[src/gen_ctrl_pkg.sv]
// Constants for the general control register block.
// What this block does
// - Select clear: pair five is plain PCI.
// - Select set: pair five runs sideband DMA.
// - GPIO use-select set: pair five becomes GPIO.
// - Hide set: AD22 low on bridge config cycles.
// - Break enable clear: ignore FPU error.
// - Break enable set: FPU error ends low-power.
// - Coprocessor enable clear: no IRQ, no ignore.
// - Enable set, error low: IRQ until an F0h write made with the error line high.
// - Enable set, error low: drive ignore-numeric active.
// - Keyboard latch clear: line passes straight through.
// - Keyboard latch set: edge held until 60h read.
// - Mouse latch set: edge held until 60h read.
package gen_ctrl_pkg;
    localparam logic [7:0] GENERAL_CONTROL_OFFSET = 8'hd0;
    localparam logic [31:0] GENERAL_CONTROL_RESET = 32'h0000_0000;
    localparam logic [31:0] GENERAL_CONTROL_WMASK = 32'h0320_3800;
    localparam int REQ5_SIDEBAND_PROTOCOL_SELECT_BIT = 25;
    localparam int HIDE_LEGACY_BRIDGE_BIT = 24;
    localparam int FPU_ERROR_BREAK_EVENT_EN_BIT = 21;
    localparam int COPROC_ERROR_IRQ_EN_BIT = 13;
    localparam int KBD_IRQ_LATCH_EN_BIT = 12;
    localparam int MOUSE_IRQ_LATCH_EN_BIT = 11;
    localparam int PIN_SYNC_WIDTH = 4;
endpackage

[src/irq_edge_latch.sv]
// Edge latch for one legacy interrupt line with bypass.
`timescale 1ns/1ps
module irq_edge_latch (
    // Clock and reset
    input wire logic clk,
    input wire logic rst_b,
    // Control
    input wire logic latch_en,
    input wire logic clear_pulse,
    // Interrupt line
    input wire logic irq_in,
    output logic irq_out
);
    logic prev_reg;
    logic held_reg;
    logic rise;

    assign rise = irq_in & ~prev_reg;

    always_ff @(posedge clk or negedge rst_b) begin
        if (!rst_b) begin
            prev_reg <= 1'b0;
        end else begin
            prev_reg <= irq_in;
        end
    end

    // A new edge in the clearing cycle wins, so no keystroke is lost.
    always_ff @(posedge clk or negedge rst_b) begin
        if (!rst_b) begin
            held_reg <= 1'b0;
        end else if (!latch_en) begin
            held_reg <= 1'b0;
        end else if (rise) begin
            held_reg <= 1'b1;
        end else if (clear_pulse) begin
            held_reg <= 1'b0;
        end
    end

    assign irq_out = latch_en ? held_reg : irq_in;
endmodule

[src/lpc_general_control.sv]
// General control register and the side logic its bits steer.
`timescale 1ns/1ps
module lpc_general_control
    import gen_ctrl_pkg::*;
(
    // Clock and reset
    input wire logic clk,
    input wire logic rst_b,
    // Configuration space access
    input wire logic cfg_wr,
    input wire logic cfg_rd,
    input wire logic [7:0] cfg_addr,
    input wire logic [3:0] cfg_be,
    input wire logic [31:0] cfg_wdata,
    output logic [31:0] cfg_rdata,
    // Legacy I/O port decodes, one-cycle pulses
    input wire logic io_wr_f0,
    input wire logic io_rd_60,
    // Request/grant pair five
    input wire logic req5_n_pin,
    output logic gnt5_n_pin,
    input wire logic gpio_use_sel_req5,
    output logic arb_req5_n,
    input wire logic arb_gnt5_n,
    output logic sideband_req_b_n,
    input wire logic sideband_gnt_b_n,
    output logic gpi_req5,
    input wire logic gpo_gnt5,
    // Address line 22
    input wire logic ad22_core,
    input wire logic cfg_to_legacy_bridge,
    output logic ad22_pin_out,
    // Processor error and low-power
    input wire logic fpu_error_n,
    input wire logic in_low_power,
    output logic break_event,
    output logic fpu_error_interrupt,
    output logic ignore_numeric_error_n,
    // Keyboard and mouse interrupts
    input wire logic keyboard_interrupt,
    input wire logic mouse_interrupt,
    output logic kbd_irq_out,
    output logic mouse_irq_out
);
    logic [31:0] general_control_reg;
    logic [31:0] general_control_next;
    logic [PIN_SYNC_WIDTH-1:0] sync1_reg;
    logic [PIN_SYNC_WIDTH-1:0] sync2_reg;
    logic req5_s;
    logic fpu_err_s;
    logic kbd_s;
    logic mouse_s;
    logic sel_side;
    logic hide;
    logic brk_en;
    logic copr_en;
    logic kbd_en;
    logic mouse_en;
    logic reg_hit;
    logic fpu_err_active;

    // Pins pass two flops; only the second stage is read.
    always_ff @(posedge clk or negedge rst_b) begin
        if (!rst_b) begin
            sync1_reg <= 4'h3;
            sync2_reg <= 4'h3;
        end else begin
            sync1_reg <= {mouse_interrupt, keyboard_interrupt, fpu_error_n, req5_n_pin};
            sync2_reg <= sync1_reg;
        end
    end

    assign req5_s = sync2_reg[0];
    assign fpu_err_s = sync2_reg[1];
    assign kbd_s = sync2_reg[2];
    assign mouse_s = sync2_reg[3];

    assign sel_side = general_control_reg[REQ5_SIDEBAND_PROTOCOL_SELECT_BIT];
    assign hide = general_control_reg[HIDE_LEGACY_BRIDGE_BIT];
    assign brk_en = general_control_reg[FPU_ERROR_BREAK_EVENT_EN_BIT];
    assign copr_en = general_control_reg[COPROC_ERROR_IRQ_EN_BIT];
    assign kbd_en = general_control_reg[KBD_IRQ_LATCH_EN_BIT];
    assign mouse_en = general_control_reg[MOUSE_IRQ_LATCH_EN_BIT];
    assign reg_hit = cfg_addr == GENERAL_CONTROL_OFFSET;

    // Byte-enabled write; reserved positions are masked off.
    always_comb begin
        general_control_next = general_control_reg;
        for (int i = 0; i < 4; i++) begin
            if (cfg_be[i]) begin
                general_control_next[i*8 +: 8] = cfg_wdata[i*8 +: 8];
            end
        end
        general_control_next = general_control_next & GENERAL_CONTROL_WMASK;
    end

    always_ff @(posedge clk or negedge rst_b) begin
        if (!rst_b) begin
            general_control_reg <= GENERAL_CONTROL_RESET;
        end else if (cfg_wr && reg_hit) begin
            general_control_reg <= general_control_next;
        end
    end

    // Reads of other offsets return zero so foreign decode stays harmless.
    always_ff @(posedge clk or negedge rst_b) begin
        if (!rst_b) begin
            cfg_rdata <= 32'h0000_0000;
        end else if (cfg_rd) begin
            cfg_rdata <= reg_hit ? general_control_reg : 32'h0000_0000;
        end
    end

    // GPIO use-select overrides the protocol select, so it is checked first.
    always_comb begin
        arb_req5_n = 1'b1;
        sideband_req_b_n = 1'b1;
        gpi_req5 = req5_s;
        if (gpio_use_sel_req5) begin
            gnt5_n_pin = gpo_gnt5;
        end else if (sel_side) begin
            sideband_req_b_n = req5_s;
            gnt5_n_pin = sideband_gnt_b_n;
        end else begin
            arb_req5_n = req5_s;
            gnt5_n_pin = arb_gnt5_n;
        end
    end

    // The bridge sees its select only through this line.
    assign ad22_pin_out = ad22_core & ~(hide & cfg_to_legacy_bridge);

    assign fpu_err_active = ~fpu_err_s;

    always_ff @(posedge clk or negedge rst_b) begin
        if (!rst_b) begin
            break_event <= 1'b0;
        end else begin
            break_event <= brk_en & in_low_power & fpu_err_active;
        end
    end

    // The F0h write clears only once the error line is high; while it is low the set wins.
    always_ff @(posedge clk or negedge rst_b) begin
        if (!rst_b) begin
            fpu_error_interrupt <= 1'b0;
        end else if (!copr_en) begin
            fpu_error_interrupt <= 1'b0;
        end else if (fpu_err_active) begin
            fpu_error_interrupt <= 1'b1;
        end else if (io_wr_f0) begin
            fpu_error_interrupt <= 1'b0;
        end
    end

    always_ff @(posedge clk or negedge rst_b) begin
        if (!rst_b) begin
            ignore_numeric_error_n <= 1'b1;
        end else begin
            ignore_numeric_error_n <= ~(copr_en & fpu_err_active);
        end
    end

    irq_edge_latch kbd_latch (
        .clk(clk),
        .rst_b(rst_b),
        .latch_en(kbd_en),
        .clear_pulse(io_rd_60),
        .irq_in(kbd_s),
        .irq_out(kbd_irq_out)
    );

    irq_edge_latch mouse_latch (
        .clk(clk),
        .rst_b(rst_b),
        .latch_en(mouse_en),
        .clear_pulse(io_rd_60),
        .irq_in(mouse_s),
        .irq_out(mouse_irq_out)
    );
endmodule

[config.mk]
export PLATFORM = sky130hd
export DESIGN_NAME = lpc_general_control
export DESIGN_NICKNAME = d
export VERILOG_FILES = /design/src/gen_ctrl_pkg.sv /design/src/irq_edge_latch.sv /design/src/lpc_general_control.sv
export SDC_FILE = /design/constraint.sdc
export NUM_CORES = 1
export LEC_CHECK = 0
export BUFFER_PORTS_ARGS = -buffer_cell sky130_fd_sc_hd__buf_2
export CORE_AREA = 2 2 59 61
export CTS_CLUSTER_SIZE = 24
export DETAILED_ROUTE_END_ITERATION = 10
export DIE_AREA = 0 0 61 63
export PLACE_DENSITY = 0.85
export REMOVE_ABC_BUFFERS = 1
export SLEW_MARGIN = 25
export SYNTH_ARGS = -nofsm -noshare
export SYNTH_HDL_FRONTEND = slang
export SYNTH_SLANG_ARGS = --single-unit
[constraint.sdc]
create_clock -name clk -period 1.6 [get_ports clk]
set_clock_uncertainty 0.2 [all_clocks]
set_input_delay 0.16 -clock clk [delete_from_list [all_inputs] [get_ports clk]]
set_output_delay 0.16 -clock clk [all_outputs]
set_load 0.005 [all_outputs]
==> out/qor.txt <==
Core Rows: 21
CTS root buf: clkbuf_4
Cell area power density: 703.4 nW/um^2
Placed cells: 201
Share of cells above drive strength 1: 0.3764
Hold Crit Depth: 3
Max Buffers Root-to-Sink: 2
Most frequent cells in the layout: buf_2, conb_1, dfrtp_1
Post-Layout Cell Count: 224
Worst Path Class, Setup: reg -> out
FMAX: 605.0 MHz
Synth Area in Adders: 0
Gr usage total: 0.1281
Syn-to-layout area delta: 33.81%
Dpl cell area: 1419 sq um
Final instance area: 1634 sq um
Post-layout min period: 1.653 ns
GP Congestion: 0.6182
RSZ-0062 raised after global routing: yes
Worst Hold Class: in -> reg
Drt first-iter violations: 11
Remaining global-route overflow: 0
Violated checks: setup timing
Run status: finished with violations
Starting density of the core: 0.3779
Pleak: 0.8433 nW
Final setup margin: -0.05285 ns
Skew-Pair Late Insertion Delay: 0.33 ns
First-pass GRT wire length: 3643 um
Clock-pin slew of the registers on the worst-case setup and hold paths: 0.14 ns
Compound-Gate Fraction of Synth Area: 0.06557
Startpoint types: flop
Mapped Cells: 108
CTS tree: built
#FFs+latches synth: 27
Commonest non-fill, non-tap cell in the layout: buf_2
XOR/XNOR share of the synthesized area: 0
Routed wire length: 2407 um
Critical Path RT: 1.24 ns
Largest family of logic cells by synthesized area: buffers and inverters
Core ar.: 3232 sq um
Total number of vias: 911
Number of CTS-inserted buffers: 3
H-tree depth: 1
Max-cap viol count: 0
Final hold vios: 0
Largest net degree at the start of global routing: 28
Initial antenna violation count: 0
Via density: 4.067
Vias in the first global route: 838
Tcrit/Tclk final: 1.033
Post-synthesis mux area share: 0.06352
Crit path DAT: 1.29 ns
Worst slew margin: 0.6135
Synthesis warning total: 0
Crit-path max FO: 5
Flop2flop setup slack: 0.57 ns
HPWL after detailed placement: 1765 um
Seq/Total Area, Yosys: 0.5584
Port Buffers: 49
Synthesized area per cell: 11.31 sq um
Final nets: 240
Drt drc: 0
Clk sinks: 27
CP endpoint kind: output port
Worst vdd ir: 222.8 uV
Netlist cell types: 21
IO Pins: 103
ANT cells: 0
Post-DR wirelength/cell: 10.75 um
Die width: 61 um
Slew @ Worst Pin: 0.5798 ns
Simple-gate share of the synthesized area: 0.1158
Die H: 63 um
Slew Viols, Final: 0
Syn Std Cell Area: 1221 sq um
Final setup viols: 2
Worst reg-to-reg path cell count: 1
Router iterations before antenna repair: 4
Die area: 3843 sq um
Post-DRT Antenna Nets: 0
Final Power: 1.149 mW
-- routing by layer --
metal	part of all wire	track usage	vias to the layer above	routed length (um)
met3	0.064	0.02070	7	155
met5	0	0	-	0
met4	0.028	0.07880	0	68
met2	0.53	0.2177	50	1267
met1	0.38	0.1432	411	916
li1	-	-	443	-
-- cells in the mapped netlist (all sizes together) --
| master | count | share of area |
|---|---|---|
| o22ai | 8 | 0.041 |
| clkbuf | 1 | 0.0031 |
| conb | 1 | 0.0031 |
| dfrtp | 22 | 0.45 |
| nor2 | 1 | 0.0031 |
| nand2b | 2 | 0.010 |
| dfstp | 5 | 0.11 |
| inv | 10 | 0.031 |
| and2 | 2 | 0.010 |
| mux2 | 6 | 0.055 |
| or3 | 1 | 0.0051 |
| nand2 | 11 | 0.034 |
| mux2i | 1 | 0.0082 |
| buf | 26 | 0.16 |
| and4b | 1 | 0.0082 |
| nand4 | 3 | 0.020 |
| o21ai | 3 | 0.012 |
| a21boi | 2 | 0.012 |
| nor4 | 1 | 0.017 |
| and3b | 1 | 0.0072 |
-- logic make-up after synthesis --
logic type | Yosys count
compound gates | 13
buf+inv | 37
simple gates | 23
other cells | 1
flops | 27
mux | 7
-- worst paths after layout --
path,to,from
worst min-delay path,general_control_reg[24],cfg_be[3]
worst min register to register,sync2_reg[2],sync1_reg[2]
worst max-delay path,gnt5_n_pin,general_control_reg[25]
worst max register to register,general_control_reg[25],general_control_reg[25]
min in group asynchronous,cfg_rdata[25],rst_b
max in group asynchronous,sync2_reg[1],rst_b
-- worst max-delay path, cell delays in order (launching register included) --
cell and delay [ns]:
dfrtp_1 0.46, buf_6 0.14, mux2i_1 0.10, o21ai_1 0.13, buf_2 0.14
-- repair_timing --
item | 4_1_cts | 5_1_grt
hold buffers | 16 | 1
resized for setup | 2 | 0
setup buffers | 1 | 1
endpoints found under the setup margin | 1 | 2
endpoints found under the hold margin | 47 | 1
pin swaps | 1 | 0
-- area by class of cell --
cell class | count | area [sq um]
Multi-Input combinational cell | 69 | 396.6
Sequential cell | 27 | 681.9
Clock buffer | 4 | 26.28
Fill cell | 316 | 1598
Timing Repair Buffer | 68 | 434.2
Tap cell | 46 | 57.56
Inverter | 10 | 37.54
-- metrics by stage --
step	utilization	hold WS, ns	setup TNS (ns)	setup slack, ns
after global placement	0.4390	-0.01207	0	0.1582
after floorplan	-	-0.3356	0	0.3490
after global routing	0.5056	0.01976	-0.1533	-0.1105
final	0.5056	0.02521	-0.06331	-0.05285
after detailed placement	0.4390	-0.009677	0	0.1386
after CTS	0.5002	0.003152	-0.005461	-0.005461
-- power breakdown --
group	switching [mW]	internal (mW)	total, mW
logic	0.0653	0.0762	0.141
registers	0.00965	0.705	0.715
clock network	0.196	0.0978	0.293
Note: power is estimated with default switching activity, not from simulation.
